`config.mk`:
```
export PLATFORM = sky130hd
export DESIGN_NAME = eest_tracker
export DESIGN_NICKNAME = d
export VERILOG_FILES = /design/src/hdl/eest_pkg.sv /design/src/hdl/eest_sync2.sv /design/src/hdl/eest_tracker.sv
export SDC_FILE = /design/constraint.sdc
export NUM_CORES = 1
export LEC_CHECK = 0
export BUFFER_PORTS_ARGS = -buffer_cell sky130_fd_sc_hd__buf_2
export CAP_MARGIN = 20
export CORE_UTILIZATION = 35
export CTS_CLUSTER_DIAMETER = 60
export CTS_CLUSTER_SIZE = 12
export DETAILED_ROUTE_END_ITERATION = 7
export PLACE_DENSITY_LB_ADDON = 0.1
export SYNTH_ARGS = -nofsm -noshare
export SYNTH_HDL_FRONTEND = slang
export SYNTH_SLANG_ARGS = --single-unit
export TNS_END_PERCENT = 50
```
`constraint.sdc`:
```
create_clock -name core_clk -period 8.5 [get_ports core_clk]
set_input_delay 1.275 -clock core_clk [delete_from_list [all_inputs] [get_ports core_clk]]
set_output_delay 1.275 -clock core_clk [all_outputs]
set_load 0.01 [all_outputs]
```
`src/hdl/eest_pkg.sv`:
```
// Purpose: Shared constants and types for the ECC error status tracking block.
// Assumes: Word addresses of 25 bits; a half-page is eight 16-bit words (16 bytes).
// Notes: Bit positions and configuration bit indices live here so the logic never uses bare numbers.
package eest_pkg;

  // Address and word widths.
  localparam int ADDR_W = 25;
  localparam int WORD_W = 16;
  localparam int HP_LSB = 3;                  // First word-address bit above the half-page offset.
  localparam int HP_W = ADDR_W - HP_LSB;      // Half-page index width.
  localparam int LOW_SPLIT = 16;              // Lowest address bit held in the upper trap register.
  localparam int HIGH_W = ADDR_W - LOW_SPLIT; // Upper trap field width at the largest density.

  // Status word bit positions.
  localparam int ST_ECC_OFF = 0;
  localparam int ST_DATA_ERR = 1;
  localparam int ST_CODE_ERR = 2;
  localparam int ST_CORRECTED = 3;
  localparam int ST_DOUBLE = 4;

  // Configuration bit indices.
  localparam int PROT_TRAP_BOTH_BIT = 13;     // In protection_config_word: 1 traps single and double errors below 512 Mbit.
  localparam int VOL_STALL_OFF_BIT = 2;       // In volatile_config_word: 0 enables the strobe stall.

  // Density selections, in Mbit.
  localparam int DENS_128 = 128;
  localparam int DENS_256 = 256;
  localparam int DENS_512 = 512;

  // Upper trap register widths per density.
  localparam int HIGH_W_128 = 7;
  localparam int HIGH_W_256 = 8;
  localparam int HIGH_W_512 = 9;

  // Reset and saturation values.
  localparam logic [WORD_W-1:0] WORD_ZERO = 16'h0000;
  localparam logic [WORD_W-1:0] COUNT_MAX = 16'hFFFF;
  localparam logic [WORD_W-1:0] COUNT_ONE = 16'h0001;
  localparam logic [7:0] STALL_CLK_MAX = 8'hFF;
  localparam logic [7:0] STALL_CLK_ONE = 8'h01;

  // Overlay-space commands as decoded by the command layer.
  typedef enum logic [2:0] {
    EEST_CMD_ENTER,
    EEST_CMD_EXIT,
    EEST_CMD_STATUS_READ,
    EEST_CMD_TRAP_LOW_READ,
    EEST_CMD_TRAP_HIGH_READ,
    EEST_CMD_COUNTER_READ,
    EEST_CMD_COUNTER_CLEAR
  } eest_cmd_t;

  // One decoded overlay command.
  typedef struct packed {
    eest_cmd_t cmd;
    logic [ADDR_W-1:0] addr;
  } eest_request_t;

  // Result of one half-page ECC check from the decode datapath.
  typedef struct packed {
    logic [ADDR_W-1:0] addr;
    logic ecc_off;
    logic data_err;
    logic code_err;
    logic double_err;
    logic multi_prog;
  } eest_check_t;

endpackage : eest_pkg

```
`src/hdl/eest_sync2.sv`:
```
// Purpose: Two flip-flop synchroniser for pin-level inputs.
// Assumes: Inputs are levels from outside the core clock domain.
// Notes: The first stage feeds only the second stage.
`timescale 1ns/100ps
`default_nettype none
module eest_sync2 #(
  parameter int WIDTH = 1,
  parameter logic [WIDTH-1:0] INIT = '0
) (
  input wire logic core_clk,
  input wire logic rst,
  input wire logic [WIDTH-1:0] async_in,
  output logic [WIDTH-1:0] sync_out
);

  logic [WIDTH-1:0] stage1;

  // Metastability filter; reset value matches the idle pin level.
  always_ff @(posedge core_clk or posedge rst) begin
    if (rst) begin
      stage1 <= INIT;
      sync_out <= INIT;
    end else begin
      stage1 <= async_in;
      sync_out <= stage1;
    end
  end

endmodule // eest_sync2
`default_nettype wire

```
`src/hdl/eest_tracker.sv`:
```
// Purpose: ECC error status word, first-error address trap, error counter and read-strobe stall.
// Assumes: The ECC decode datapath and command decoder run on core_clk; CK and CS# arrive as pins.
// Notes: Reserved status bits are returned as zero, which the host must ignore anyway.
`timescale 1ns/100ps
`default_nettype none
module eest_tracker
  import eest_pkg::*;
#(
  parameter int DENSITY_MBIT = DENS_256
) (
  input wire logic core_clk,
  input wire logic rst,
  input wire logic ck_pin,
  input wire logic cs_n_pin,
  input wire logic req_valid,
  input wire eest_request_t req,
  input wire logic chk_valid,
  input wire eest_check_t chk,
  input wire logic other_overlay_active,
  input wire logic double_detect_en,
  input wire logic [WORD_W-1:0] protection_config_word,
  input wire logic [WORD_W-1:0] volatile_config_word,
  input wire logic strobe_src,
  input wire logic strobe_src_oe,
  output logic rd_valid,
  output logic [WORD_W-1:0] rd_data,
  output logic overlay_space,
  output logic rwds_out,
  output logic rwds_oe,
  output logic [7:0] stall_clocks
);

  typedef enum logic [1:0] {
    EEST_MODE_ARRAY,
    EEST_MODE_OVERLAY,
    EEST_MODE_STATUS_WAIT
  } eest_mode_t;

  // Density-derived shape of the trap and counter.
  localparam bit HAS_COUNTER = (DENSITY_MBIT != DENS_512);
  localparam int HIGH_USED = (DENSITY_MBIT == DENS_512) ? HIGH_W_512 :
                             (DENSITY_MBIT == DENS_256) ? HIGH_W_256 : HIGH_W_128;
  localparam logic [HIGH_W-1:0] HIGH_MASK = HIGH_W'((1 << HIGH_USED) - 1);

  // Builds a status word from its defined fields; reserved bits read as zero.
  function automatic logic [WORD_W-1:0] pack_status(input logic dbl, input logic corr,
                                                    input logic [2:0] unit);
    logic [WORD_W-1:0] w;
    w = WORD_ZERO;
    w[ST_DOUBLE] = dbl;
    w[ST_CORRECTED] = corr;
    w[ST_CODE_ERR] = unit[2];
    w[ST_DATA_ERR] = unit[1];
    w[ST_ECC_OFF] = unit[0];
    return w;
  endfunction

  // Pin synchronisers for the link clock and chip select.
  logic ck_s;
  logic cs_n_s;

  eest_sync2 #(
    .WIDTH(2),
    .INIT(2'h1)
  ) u_pin_sync (
    .core_clk(core_clk),
    .rst(rst),
    .async_in({ck_pin, cs_n_pin}),
    .sync_out({ck_s, cs_n_s})
  );

  // State.
  eest_mode_t mode;
  logic ck_prev;
  logic sticky_corr;
  logic sticky_dbl;
  logic [2:0] unit_bits;
  logic trap_full;
  logic [HP_W-1:0] trap_hp;
  logic [WORD_W-1:0] err_count;
  logic burst_hp_valid;
  logic [HP_W-1:0] burst_hp;
  logic stall;

  // Edge and frame detection on the synchronised pins.
  wire ck_rise = ck_s & ~ck_prev;
  wire cs_active = ~cs_n_s;

  // Command decode.
  wire in_overlay = (mode != EEST_MODE_ARRAY);
  wire cmd_enter = req_valid & (req.cmd == EEST_CMD_ENTER) & ~in_overlay;
  wire cmd_exit = req_valid & (req.cmd == EEST_CMD_EXIT) & in_overlay;
  wire cmd_status = req_valid & (req.cmd == EEST_CMD_STATUS_READ) & in_overlay;
  wire cmd_trap_lo = req_valid & (req.cmd == EEST_CMD_TRAP_LOW_READ) & in_overlay;
  wire cmd_trap_hi = req_valid & (req.cmd == EEST_CMD_TRAP_HIGH_READ) & in_overlay;
  wire cmd_cnt_rd = req_valid & (req.cmd == EEST_CMD_COUNTER_READ) & in_overlay;
  wire cmd_cnt_clr = req_valid & (req.cmd == EEST_CMD_COUNTER_CLEAR) & in_overlay;

  // A reprogrammed half-page has no usable check code unless double detection is on.
  wire detect_live = chk_valid & ~(chk.multi_prog & ~double_detect_en);
  wire ev_double = detect_live & chk.double_err;
  wire ev_single = detect_live & ~chk.double_err & (chk.data_err | chk.code_err);
  wire [HP_W-1:0] chk_hp = chk.addr[ADDR_W-1:HP_LSB];

  // Trap type: double only at the largest density, else the config bit may add singles.
  wire trap_singles = HAS_COUNTER & protection_config_word[PROT_TRAP_BOTH_BIT];
  wire trap_hit = ev_double | (ev_single & trap_singles);
  wire trap_capture = trap_hit & ~trap_full;

  // Counting happens only for main-array reads, and a burst does not count the last counted half-page again.
  wire main_read = (mode == EEST_MODE_ARRAY) & ~other_overlay_active;
  wire hp_repeat = burst_hp_valid & (burst_hp == chk_hp);
  wire count_event = HAS_COUNTER & main_read & (ev_double | ev_single) & ~hp_repeat;
  wire count_step = count_event & (err_count != COUNT_MAX);

  // Sticky flags: exit clears, but an event in the same cycle wins.
  wire next_sticky_corr = (sticky_corr & ~cmd_exit) | ev_single;
  wire next_sticky_dbl = (sticky_dbl & ~cmd_exit) | ev_double;

  // Per-unit fields come from the check performed for the pending status read.
  wire unit_load = (mode == EEST_MODE_STATUS_WAIT) & chk_valid;
  wire [2:0] chk_unit = {chk.code_err, chk.data_err, chk.ecc_off};
  wire [2:0] next_unit_bits = unit_load ? chk_unit : (cmd_exit ? 3'h0 : unit_bits);

  // Trap register images, zero-filled above the density's top address bit.
  wire [WORD_W-1:0] trap_low_word = {trap_hp[LOW_SPLIT-HP_LSB-1:0], 3'h0};
  wire [HIGH_W-1:0] trap_high_bits = trap_hp[HP_W-1:LOW_SPLIT-HP_LSB] & HIGH_MASK;
  wire [WORD_W-1:0] trap_high_word = {{(WORD_W-HIGH_W){1'b0}}, trap_high_bits};

  // Stall holds while CS stays low; a fresh double error starts it when enabled.
  wire stall_enable = ~volatile_config_word[VOL_STALL_OFF_BIT];
  wire next_stall = cs_active & (stall | (ev_double & stall_enable));

  // Reply selection.
  wire reply_now = unit_load | cmd_trap_lo | cmd_trap_hi | cmd_cnt_rd;
  wire [WORD_W-1:0] status_word = pack_status(next_sticky_dbl, next_sticky_corr, chk_unit);
  wire [WORD_W-1:0] next_rd_data = unit_load ? status_word :
                                   cmd_trap_lo ? trap_low_word :
                                   cmd_trap_hi ? trap_high_word :
                                   cmd_cnt_rd ? err_count : WORD_ZERO;

  // Overlay mode machine; the status read waits for the addressed unit's check result.
  always_ff @(posedge core_clk or posedge rst) begin
    if (rst) begin
      mode <= EEST_MODE_ARRAY;
    end else begin
      unique case (mode)
        EEST_MODE_ARRAY: begin
          if (cmd_enter) begin
            mode <= EEST_MODE_OVERLAY;
          end
        end
        EEST_MODE_OVERLAY: begin
          if (cmd_exit) begin
            mode <= EEST_MODE_ARRAY;
          end else if (cmd_status) begin
            mode <= EEST_MODE_STATUS_WAIT;
          end
        end
        EEST_MODE_STATUS_WAIT: begin
          if (cmd_exit) begin
            mode <= EEST_MODE_ARRAY;
          end else if (chk_valid) begin
            mode <= EEST_MODE_OVERLAY;
          end
        end
      endcase
    end
  end

  // Status word fields; hardware reset zeroes the whole word.
  always_ff @(posedge core_clk or posedge rst) begin
    if (rst) begin
      sticky_corr <= 1'b0;
      sticky_dbl <= 1'b0;
      unit_bits <= 3'h0;
    end else begin
      sticky_corr <= next_sticky_corr;
      sticky_dbl <= next_sticky_dbl;
      unit_bits <= next_unit_bits;
    end
  end

  // First-error trap. A capture in the exit cycle survives, so the event is not lost.
  always_ff @(posedge core_clk or posedge rst) begin
    if (rst) begin
      trap_full <= 1'b0;
      trap_hp <= '0;
    end else if (trap_capture) begin
      trap_full <= 1'b1;
      trap_hp <= chk_hp;
    end else if (cmd_exit) begin
      trap_full <= 1'b0;
      trap_hp <= '0;
    end
  end

  // Error counter: exit leaves it alone, only reset or the clear command zero it.
  always_ff @(posedge core_clk or posedge rst) begin
    if (rst) begin
      err_count <= WORD_ZERO;
    end else if (cmd_cnt_clr) begin
      err_count <= WORD_ZERO;
    end else if (count_step) begin
      err_count <= err_count + COUNT_ONE;
    end
  end

  // Last counted half-page of the current burst; forgotten when CS rises so a new
  // transaction counts the same half-page again. Counting goes on during a stall.
  always_ff @(posedge core_clk or posedge rst) begin
    if (rst) begin
      burst_hp_valid <= 1'b0;
      burst_hp <= '0;
    end else if (~cs_active) begin
      burst_hp_valid <= 1'b0;
    end else if (count_event) begin
      burst_hp_valid <= 1'b1;
      burst_hp <= chk_hp;
    end
  end

  // Strobe stall. The pin is still driven low while stalled so the host sees no edges.
  always_ff @(posedge core_clk or posedge rst) begin
    if (rst) begin
      stall <= 1'b0;
      rwds_out <= 1'b0;
      rwds_oe <= 1'b0;
    end else begin
      stall <= next_stall;
      rwds_out <= strobe_src & ~next_stall;
      rwds_oe <= strobe_src_oe | next_stall;
    end
  end

  // Link clocks seen while stalled; tells the read path the host kept clocking.
  // The host declares a bus error after a long silent strobe, so this saturates.
  always_ff @(posedge core_clk or posedge rst) begin
    if (rst) begin
      ck_prev <= 1'b1;
      stall_clocks <= 8'h00;
    end else begin
      ck_prev <= ck_s;
      if (~stall) begin
        stall_clocks <= 8'h00;
      end else if (ck_rise & (stall_clocks != STALL_CLK_MAX)) begin
        stall_clocks <= stall_clocks + STALL_CLK_ONE;
      end
    end
  end

  // Read replies, one-cycle valid pulse.
  always_ff @(posedge core_clk or posedge rst) begin
    if (rst) begin
      rd_valid <= 1'b0;
      rd_data <= WORD_ZERO;
      overlay_space <= 1'b0;
    end else begin
      rd_valid <= reply_now;
      rd_data <= next_rd_data;
      overlay_space <= (mode != EEST_MODE_ARRAY) ? ~cmd_exit : cmd_enter;
    end
  end

endmodule // eest_tracker
`default_nettype wire

```
==> metrics.md, run 1 <==
| Metric | Value |
|---|---|
| Status | completed |
| Seq cells post-synth | 99 |
| Number of DRC markers in iteration 0 | approximately 150 |
| Worst hold path class | reg2reg |
| Final Hold Viols | 0 |
| TritonCTS clock tree | yes |
| DR vias | 3353 |
| Hold buffers post-CTS | 0 |
| Row cnt | 41 |
| Final design utilization | 42.9% |
| Clk network pwr share | 32.9% |
| CTS Sinks | about 100 |
| Final setup violation count | 0 |
| Arrival time at the worst endpoint | 3.30 ns |
| Final non-filler cell total | 673 |
| Combinational share of power | 17.1% |
| Initial antenna violation count | 0 |
| Chip Width | 118 microns |
| Post-Synth XOR/XNOR Area | under 10% |
| Pint | 0.000957 W |
| I/O pins | approximately 130 |
| Final clock skew | a little under 0.009 ns |
| Minimum clock period | 3.07 ns |
| Setup TNS | 0 ns |
| CTS clock-pin slew for the worst setup and hold paths | 0.06 ns |
| H-tree Lvls | 3 |
| Finished Cell Area | 5510 sq um |
| CP Launch Type | input pin |
| TritonCTS Buffers | 9 |
| Synth Area in Compound Gates | 11.2% |
| Post-CTS Resized | 0 |
| Maximum vdd ir drop | 0.106 mV |
| Final net count | 598 |
| FMAX | 326 MHz |
| Sw power | 0.000384 W |
| Seq/Total Area, Yosys | 53.0% |
| Post-DR vias/cell | 4.98 |
| Post-Synth Simple-Gate Area | 17.6% |
| Share of layout cells above drive strength 1 | 26.7% |
| Syn Area/Cell | 10.9 sq um |
| Area share of the largest cell type after synthesis | 51.3% |
| Max-cap violations | 0 |
| Combinational family with the most area after synthesis | simple AND/OR/NAND/NOR gates |
| CP bufs+invs | 1 |
| GRT Resource Usage Total | between 15 and 20% |
| CTS Buffer Depth | 2 |
| Routed Wire Length | 10600 microns |
| Worst stage delay on the critical path | 0.74 ns |
| Synth cell count leaders | 96 x dfrtp_1, 60 x nand2_1, 27 x nor2_1 |
| PwrDens | 243 nW/um^2 |
| Starting Density | a little over a third |
| Number of flops mapped to enable cells by yosys | 0 |
| Seq pwr share | 50.0% |
| Post-CTS setup buffers | 0 |
| Drt wl/cell | 15.7 microns |
| Die Footprint | 13800 sq um |
| Worst slew pin tran | ~1.0 ns |
| Fill count | between 1000 and 1500 |
| RSZ-0062 raised after global routing | no |
| Slew Viols, Final | 0 |
| P&R area growth vs syn | 17.7% |
| Mux contribution to synthesized area | 8.72% |
| Worst path slowest cell | nand3_1 |
| Worst rel slew slack | 32.5% |
| Clk Latency, worst-skew pair | 0.36 ns |
| Gate Count Post-Synth | 428 |
| Placed Instance Area | 5180 sq um |
| Post-Synth Adder-Cell Area | less than 1% |
| Placer congestion estimate | 0.757 |
| Sw frac | 28.7% |
| Port Buf Inserts | 69 |
| Worst-path cell chain | buf_2 -> nand2b_1 -> nor2_1 -> nand3_1 -> a22o_1 -> mux2_2 |
| Worst-path maximum fanout | 24 |
| FFs w/ async S/R, synth | 100% |
| CP top delay family | simple AND/OR/NAND/NOR gates |
| Largest net degree at the start of global routing | 75 |
| Global-route wire length before repair | 17900 microns |
| Cell count after placement | 656 |
| DRT Pass-1 Iters | 4 |
| Synth Cell Area | roughly 4700 sq um |
| Worst Path Required | 8.74 ns |
| Period utilisation layout | 36.1% |
| DRC | 0 |
| Root Buffer | clkbuf_16 |
| Distinct cells, synth | 54 |
| DP HPWL | 7470 microns |
| Most common cell in the netlist | dfrtp_1 |
| Primary FF master, synth | dfrtp_1 |
| Post-DRT Antenna Nets | 0 |
| Multi-input logic area | a little over 2000 sq um |
| Cell accounting for the most synthesized area | dfrtp_1 |
| FF/Latch Area | 2480 sq um |
| Synthesis Warnings | 0 |
| Height of the die | ~120 microns |
| Antenna cells | 0 |
| Vias in the first global route | 3410 |
| CP endpoint kind | flip-flop |
| Pwr Total | 0.00134 W |
| Area contributors post-synth | dfrtp_1 51%, mux2_2 5.8%, nand2_1 4.8% |
| Syn Nets | 530 |
| GRT overflow | 0 |
| Core Area | 12800 sq um |
| Static Leak | 2.51 nW |
| CP Class | in2reg |
-- power by group through the flow --
| stage | Combinational, W | Clock (W) | Sequential (W) |
|---|---|---|---|
| finish | 0.000230 | 0.000441 | 0.000671 |
| global route | 0.000265 | 0.000477 | 0.000687 |
| CTS | 0.000235 | 0.000457 | 0.000671 |
| global placement | 0.000229 | 0 | 0.000676 |
| floorplan | 0.000177 | 0 | 0.000653 |
| detailed placement | 0.000234 | 0 | 0.000680 |
-- per-stage QoR --
stage                     worst slack, ns  hold slack [ns]
after floorplan                      4.64            0.331
final                                5.43            0.356
after CTS                            4.90            0.357
after global placement               4.57            0.333
after global routing                 5.17            0.366
after detailed placement             4.52            0.347
-- sequential cells by signal, summed over array words and instances (netlist names), 2 cells and up --
signal               cells
err_count               16
mode                     2
u_pin_sync.sync_out      2
burst_hp                22
u_pin_sync.stage1        2
stall_clocks             8
rd_data                 16
trap_hp                 21
-- logic make-up after synthesis --
logic type               Yosys count
AND/OR/NAND/NOR                  160
flip-flops                        99
AO/OA/AOI/OAI                     73
multiplexers                      37
XOR/XNOR                          32
buffers and inverters             25
adder cells (fa/ha/maj)            2
-- cells in the final DEF (no fill, tap or decap), types with 10 or more instances in the layout --
master / instances
nand3_1: 16
nand2_1: 60
buf_2: 69
xor2_1: 17
dfrtp_1: 96
nor2_1: 27
a22oi_1: 11
o21ai_0: 25
mux2_2: 24
xnor2_1: 15
a21oi_1: 10
-- routing by layer --
metal | global-route usage [%] | share of wire (%) | up-vias
met5 | 0 | 0 | -
met4 | 6.73 | 1.7 | 0
met3 | 3.63 | 4.5 | 12
met2 | 25.2 | 46 | 73
met1 | 23.3 | 48 | 1619
li1 | - | - | 1649
-- path summary, 6_finish.rpt --
kind / start / to / slack, ns / depth (start not counted)
setup reg to reg: err_count[1]$_DFFE_PP0P_ / err_count[14]$_DFFE_PP0P_ / 6.09 / 6
setup / recovery: req[27] / rd_data[3]$_DFF_PP0_ / 5.43 / 6
min in group asynchronous: rst / rwds_out$_DFF_PP0_ / 0.89 / 2
hold / removal: u_pin_sync.stage1[0]$_DFF_PP1_ / u_pin_sync.sync_out[0]$_DFF_PP1_ / 0.36 / 0
hold reg to reg: u_pin_sync.stage1[0]$_DFF_PP1_ / u_pin_sync.sync_out[0]$_DFF_PP1_ / 0.36 / 0
max in group asynchronous: rst / rd_data[14]$_DFF_PP0_ / 6.35 / 3
-- cell type report --
type,count,share of cell area (%)
well taps,172,3.91
repair buffers,75,7.16
inverters,7,0.522
clock buffers,9,4.09
multi-input cells,304,37.6
clock inverters,7,1.68
flip-flops and latches,99,45.0
Note: power is estimated with default switching activity, not from simulation.
==> inputs of run 2 (changes only) <==
Clock period 8.5 ns to 3.08 ns, I/O delays scaled along.
==> run 2 against run 1 <==
Sequential share of layout area decreased by 0.35 points. Critical path type is now reg2reg. Wire length up 0.23%. Global-route usage shrank 0.53 points.
==> metrics.md, run 2 (synthesis results as in run 1) <==
| Metric | Value |
|---|---|
| Status | completed |
| Worst Path Required | 3.32 ns (-5.42 ns) |
| Hold buffers post-CTS | 0 (unchanged) |
| Static Leak | 2.54 nW (+0.97%) |
| CTS Sinks | 99 (unchanged) |
| RSZ-0062 raised after global routing | no |
| Reg2Reg Setup Slack | 0.53 ns (-5.56 ns) |
| Post-DR vias/cell | 5.03 (+0.98%) |
| Row cnt | 41 (unchanged) |
| Commonest non-fill, non-tap cell in the layout | dfrtp_1 |
| Post-DRT Antenna Nets | 0 (unchanged) |
| Final net count | 600 (+0.33%) |
| Die Footprint | 13800 sq um (unchanged) |
| Period utilisation layout | between 80% and 90% |
| TritonCTS Buffers | 9 (unchanged) |
| DRC | 0 (unchanged) |
| DR vias | 3396 (+1.3%) |
| Multi-input logic area | 2070 sq um (unchanged) |
| Antenna cells | 0 (unchanged) |
| Worst rel slew slack | 38.4% (+5.9 points) |
| Largest net degree at the start of global routing | 54 (-28%) |
| PwrDens | 677 nW/um^2 (+180%) |
| CP endpoint kind | flip-flop |
| Chip Width | 118 microns (unchanged) |
| Routed Wire Length | 10600 microns (+0.23%) |
| FF-to-FF path depth | 5 (-1) |
| Max reg flops | 22 (unchanged) |
| Worst hold path class | in2async |
| GRT overflow | 0 (unchanged) |
| Placer congestion estimate | 0.785 (+3.6%) |
| Slew Viols, Final | 0 (unchanged) |
| Final setup violation count | 0 (unchanged) |
| Final clock skew | 0.00614 ns (-0.00258 ns) |
| FF/Latch Area | 2480 sq um (unchanged) |
| Reg-to-Reg End | burst_hp[6]$_DFFE_PP0P_ |
| Share of layout cells above drive strength 1 | 27.0% (+0.29 points) |
| DP HPWL | 7530 microns (+0.84%) |
| Maximum vdd ir drop | 0.291 mV (+170%) |
| Final Hold Viols | 0 (unchanged) |
| CP Class | reg2reg |
| Worst-path maximum fanout | 12 (-50%) |
| TritonCTS clock tree | yes |
| Pwr Total | 0.00376 W (+180%) |
| Setup TNS | 0 ns (unchanged) |
| Largest registers | burst_hp (22), trap_hp (21) |
| P&R area growth vs syn | 18.6% |
| Largest Register | burst_hp |
| Port Buf Inserts | 69 (unchanged) |
| CTS clock-pin slew for the worst setup and hold paths | 0.07 ns (about the same) |
| Fill count | 1288 (-1.5%) |
| Root Buffer | clkbuf_16 |
| Minimum clock period | approximately 2.6 ns |
| Worst slew pin tran | 0.919 ns (-0.0902 ns) |
| Placed Instance Area | 5210 sq um (+0.68%) |
| Post-CTS Resized | 0 (unchanged) |
| Number of DRC markers in iteration 0 | 158 (+8.2%) |
| Height of the die | 118 microns (unchanged) |
| DRT Pass-1 Iters | 4 (unchanged) |
| Worst-path cell chain | nor3_2 -> o2111ai_4 -> nor3_2 -> buf_4 -> mux2_2 |
| CTS Buffer Depth | 2 (unchanged) |
| CP Launch Type | flip-flop |
| Drt wl/cell | 15.7 microns (about the same) |
| Global-route wire length before repair | 17400 microns (-2.8%) |
| Worst path slowest cell | nor3_2 |
| Core Area | 12800 sq um (unchanged) |
| Max-cap violations | 0 (unchanged) |
| Crit Reg-Reg Startpoint | mode[0]$_DFFE_PP0P_ |
| Finished Cell Area | 5550 sq um (+0.77%) |
| Cell mode on critical path | nor3_2 |
| I/O pins | 128 (unchanged) |
| Starting Density | 36.5% (unchanged) |
| Worst stage delay on the critical path | 0.75 ns (about the same) |
| Arrival time at the worst endpoint | 2.80 ns (-0.50 ns) |
| H-tree Lvls | 3 (unchanged) |
| Initial antenna violation count | 0 (unchanged) |
| Hold slack | 0.189 ns (-0.167 ns) |
| FMAX | roughly 390 MHz |
| Clk Latency, worst-skew pair | 0.35 ns (about the same) |
| Post-CTS setup buffers | 0 (unchanged) |
| Most frequent cells in the layout | 96 x dfrtp_1, 69 x buf_2, 60 x nand2_1 |
| Vias in the first global route | 3280 (-3.8%) |
| GRT Resource Usage Total | 16.2% (-0.53 points) |
-- run 2: where the power goes --
group	total [W]	leakage, nW	internal [W]	switching [W]
clock	0.00127	0.158	0.000759	0.000507
combinational	0.000640	1.11	0.000324	0.000316
sequential	0.00185	1.27	0.00161	0.000240
total	0.00376	2.54	0.00269	0.00106
-- run 2: through the flow --
| stage | utilization (%) | instances | setup WS (ns) |
|---|---|---|---|
| after floorplan | - | 428 | 0.0325 |
| after global placement | 40.7 | 659 | 0.228 |
| after detailed placement | 40.7 | 659 | 0.235 |
| after CTS | 43.3 | 675 | 0.453 |
| after global routing | 43.3 | 675 | 0.349 |
| final | 43.3 | 675 | 0.525 |
-- run 2: worst max path at each step --
stage | start | cells past startpoint | end | slack [ns]
floorplan | rst | 1 | burst_hp[0]$_DFFE_PP0P_ | 0.03
finish | mode[0]$_DFFE_PP0P_ | 5 | burst_hp[6]$_DFFE_PP0P_ | 0.53
global route | burst_hp[5]$_DFFE_PP0P_ | 7 | burst_hp[9]$_DFFE_PP0P_ | 0.35
detailed placement | chk[13] | 8 | burst_hp[6]$_DFFE_PP0P_ | 0.24
global placement | chk[13] | 8 | burst_hp[5]$_DFFE_PP0P_ | 0.23
CTS | burst_hp[5]$_DFFE_PP0P_ | 7 | burst_hp[6]$_DFFE_PP0P_ | 0.45
-- run 2: metal layers --
metal	wire, microns	track usage [%]	up-vias
li1	-	-	1660
met1	5240	22.4	1653
met2	4800	24.8	71
met3	384	3.05	12
met4	176	6.81	0
met5	0	0	-
-- run 2: critical path: cells and delay by family (launching register included) --
kind / cells / cell delay, ns
simple gates: 2 / 1.03
buf+inv: 1 / 0.34
flops: 1 / 0.47
compound gates: 1 / 0.25
mux: 1 / 0.35
-- run 2: layout make-up --
| type | count | share of cell area [%] |
|---|---|---|
| clock buffers | 11 | 4.55 |
| flip-flops and latches | 99 | 44.7 |
| well taps | 172 | 3.88 |
| inverters | 7 | 0.518 |
| clock inverters | 5 | 1.51 |
| repair buffers | 77 | 7.53 |
| multi-input cells | 304 | 37.3 |
==> inputs of run 3 (changes only) <==
Clock period 3.08 ns to 2.55 ns, I/O delays scaled along.
==> run 3 against run 2 <==
Worst setup slack got worse by 0.34 ns. Die area unchanged. Register-to-register slack got worse by 0.34 ns. Clock skew increased by 0.00066 ns. Worst hold slack got worse by 0.060 ns. Total power increased by 21%. Highest routed layer unchanged.
==> metrics.md, run 3 (synthesis results as in run 1) <==
| Metric | Value |
|---|---|
| Period utilisation layout | 92.7% (+9.8 points) |
| Port Buf Inserts | 69 (unchanged) |
| FF/Latch Area | 2480 sq um (unchanged) |
| Placer congestion estimate | 0.792 (+0.99%) |
| Vias in the first global route | 3261 (-0.58%) |
| CTS Sinks | 99 (unchanged) |
| Post-DR vias/cell | 4.93 (-1.9%) |
| Final setup violation count | 0 (unchanged) |
| Clk Latency, worst-skew pair | 0.35 ns (about the same) |
| Finished Cell Area | 5630 sq um (+1.5%) |
| GRT Resource Usage Total | 16.2% (-0.037 points) |
| Largest registers | burst_hp (22), trap_hp (21) |
| DRT Pass-1 Iters | 4 (unchanged) |
| Minimum clock period | 2.36 ns (-0.191 ns) |
| Max-cap violations | 0 (unchanged) |
| Post-CTS setup buffers | 0 (unchanged) |
| Worst slew pin tran | 0.730 ns (-0.190 ns) |
| Final Hold Viols | 0 (unchanged) |
| Final design utilization | 43.9% (+0.64 points) |
| Largest net degree at the start of global routing | 53 (-1.9%) |
| Final net count | 606 (+1.0%) |
| Routed Wire Length | 10700 microns (+0.60%) |
| CP Class | reg2reg |
| CP Launch Type | flip-flop |
| FMAX | 423 MHz (+8.1%) |
| Worst-path cell chain | ha_1 -> and4_1 -> and3_1 -> a41o_1 -> nor2_2 -> buf_4 -> mux2i_1 |
| Worst-path maximum fanout | 13 (+1) |
| DP HPWL | 7650 microns (+1.5%) |
| Antenna cells | 0 (unchanged) |
| Commonest non-fill, non-tap cell in the layout | dfrtp_1 |
| Number of DRC markers in iteration 0 | 77 (-51%) |
| Arrival time at the worst endpoint | 2.64 ns (-0.16 ns) |
| Starting Density | 36.5% (unchanged) |
| Worst Path Required | 2.83 ns (-0.49 ns) |
| TritonCTS Buffers | 9 (unchanged) |
| Status | completed |
| Row cnt | 41 (unchanged) |
| Height of the die | 118 microns (unchanged) |
| Worst hold path class | in2reg |
| Worst stage delay on the critical path | 0.43 ns (-0.32 ns) |
| Multi-input logic area | 2070 sq um (unchanged) |
| Placed Instance Area | 5280 sq um (+1.3%) |
| CP endpoint kind | flip-flop |
| Most frequent cells in the layout | 96 x dfrtp_1, 69 x buf_2, 60 x nand2_1 |
| PwrDens | 805 nW/um^2 (+19%) |
| Share of layout cells above drive strength 1 | 27.5% (+0.47 points) |
| I/O pins | 128 (unchanged) |
| Chip Width | 118 microns (unchanged) |
| Cell count after placement | 663 (+0.61%) |
| RSZ-0062 raised after global routing | no |
| Initial antenna violation count | 0 (unchanged) |
| Post-DRT Antenna Nets | 0 (unchanged) |
| CTS Buffer Depth | 2 (unchanged) |
| P&R area growth vs syn | 20.4% |
| Global-route wire length before repair | 17300 microns (-0.71%) |
| Maximum vdd ir drop | 0.539 mV (+86%) |
| Worst rel slew slack | 51.2% (+13 points) |
| Setup TNS | 0 ns (unchanged) |
| CTS clock-pin slew for the worst setup and hold paths | 0.07 ns (about the same) |
| Final clock skew | 0.00680 ns (+0.000660 ns) |
| GRT overflow | 0 (unchanged) |
| Static Leak | 2.57 nW (+1.4%) |
| Drt wl/cell | 15.7 microns (-0.28%) |
| Die Footprint | 13800 sq um (unchanged) |
| Fill count | 1270 (-1.4%) |
| Largest Register | burst_hp |
| Worst path slowest cell | dfrtp_1 |
| Final non-filler cell total | 681 (+0.89%) |
| Root Buffer | clkbuf_16 |
| DRC | 0 (unchanged) |
| Core Area | 12800 sq um (unchanged) |
| H-tree Lvls | 3 (unchanged) |
| Slew Viols, Final | 0 (unchanged) |
| TritonCTS clock tree | yes |
| Max reg flops | 22 (unchanged) |
| DR vias | 3360 (-1.1%) |
[run 3: power by group]
group,leakage (nW),switching [W],internal [W]
clock,0.159,0.000599,0.000912
combinational,1.14,0.000382,0.000401
sequential,1.27,0.000294,0.00195
[run 3: per-layer routing]
layer  GRT usage, %  wire (microns)
met1           22.5            5230
met2           24.3            4860
met3           3.83             398
met4           6.25             170
met5              0               0
[run 3: worst max-delay path, delay by kind of cell (launching register included)]
kind | cells | cell delay [ns]
simple gates | 3 | 0.82
flops | 1 | 0.43
buf+inv | 1 | 0.19
compound gates | 1 | 0.41
mux | 1 | 0.18
fa+ha+maj | 1 | 0.26
[run 3: path summary, 6_finish.rpt]
check,start,endpoint,slack [ns],depth (start not counted)
worst max-delay path,err_count[0]$_DFFE_PP0P_,err_count[3]$_DFFE_PP0P_,0.19,7
worst min-delay path,cs_n_pin,u_pin_sync.stage1[0]$_DFF_PP1_,0.13,1
worst max register to register,err_count[0]$_DFFE_PP0P_,err_count[3]$_DFFE_PP0P_,0.19,7
worst min register to register,u_pin_sync.stage1[0]$_DFF_PP1_,u_pin_sync.sync_out[0]$_DFF_PP1_,0.35,0
max in group asynchronous,rst,ck_prev$_DFF_PP1_,1.52,4
min in group asynchronous,rst,burst_hp[20]$_DFFE_PP0P_,0.48,3
[run 3: area by class of cell]
cell class                      instances  area share, %
Tap cell                              172           3.82
Inverter                                7          0.533
Timing Repair Buffer                   83           9.00
Clock inverter                          4           1.29
Sequential cell                        99           44.0
Clock buffer                           12           4.55
Multi-Input combinational cell        304           36.8
[run 3: stage by stage]
step	hold WS, ns	total power (W)	setup slack (ns)
floorplan	0.331	0.00277	0.363
global placement	0.311	0.00303	0.0659
detailed placement	0.314	0.00307	0.0684
CTS	0.119	0.00460	0.168
global route	0.116	0.00480	0.0331
finish	0.129	0.00454	0.186
[run 3: what timing repair did]
item	CTS	global route
hold endpoints to repair	2	0
hold buffers	1	0
gates resized for setup	0	0
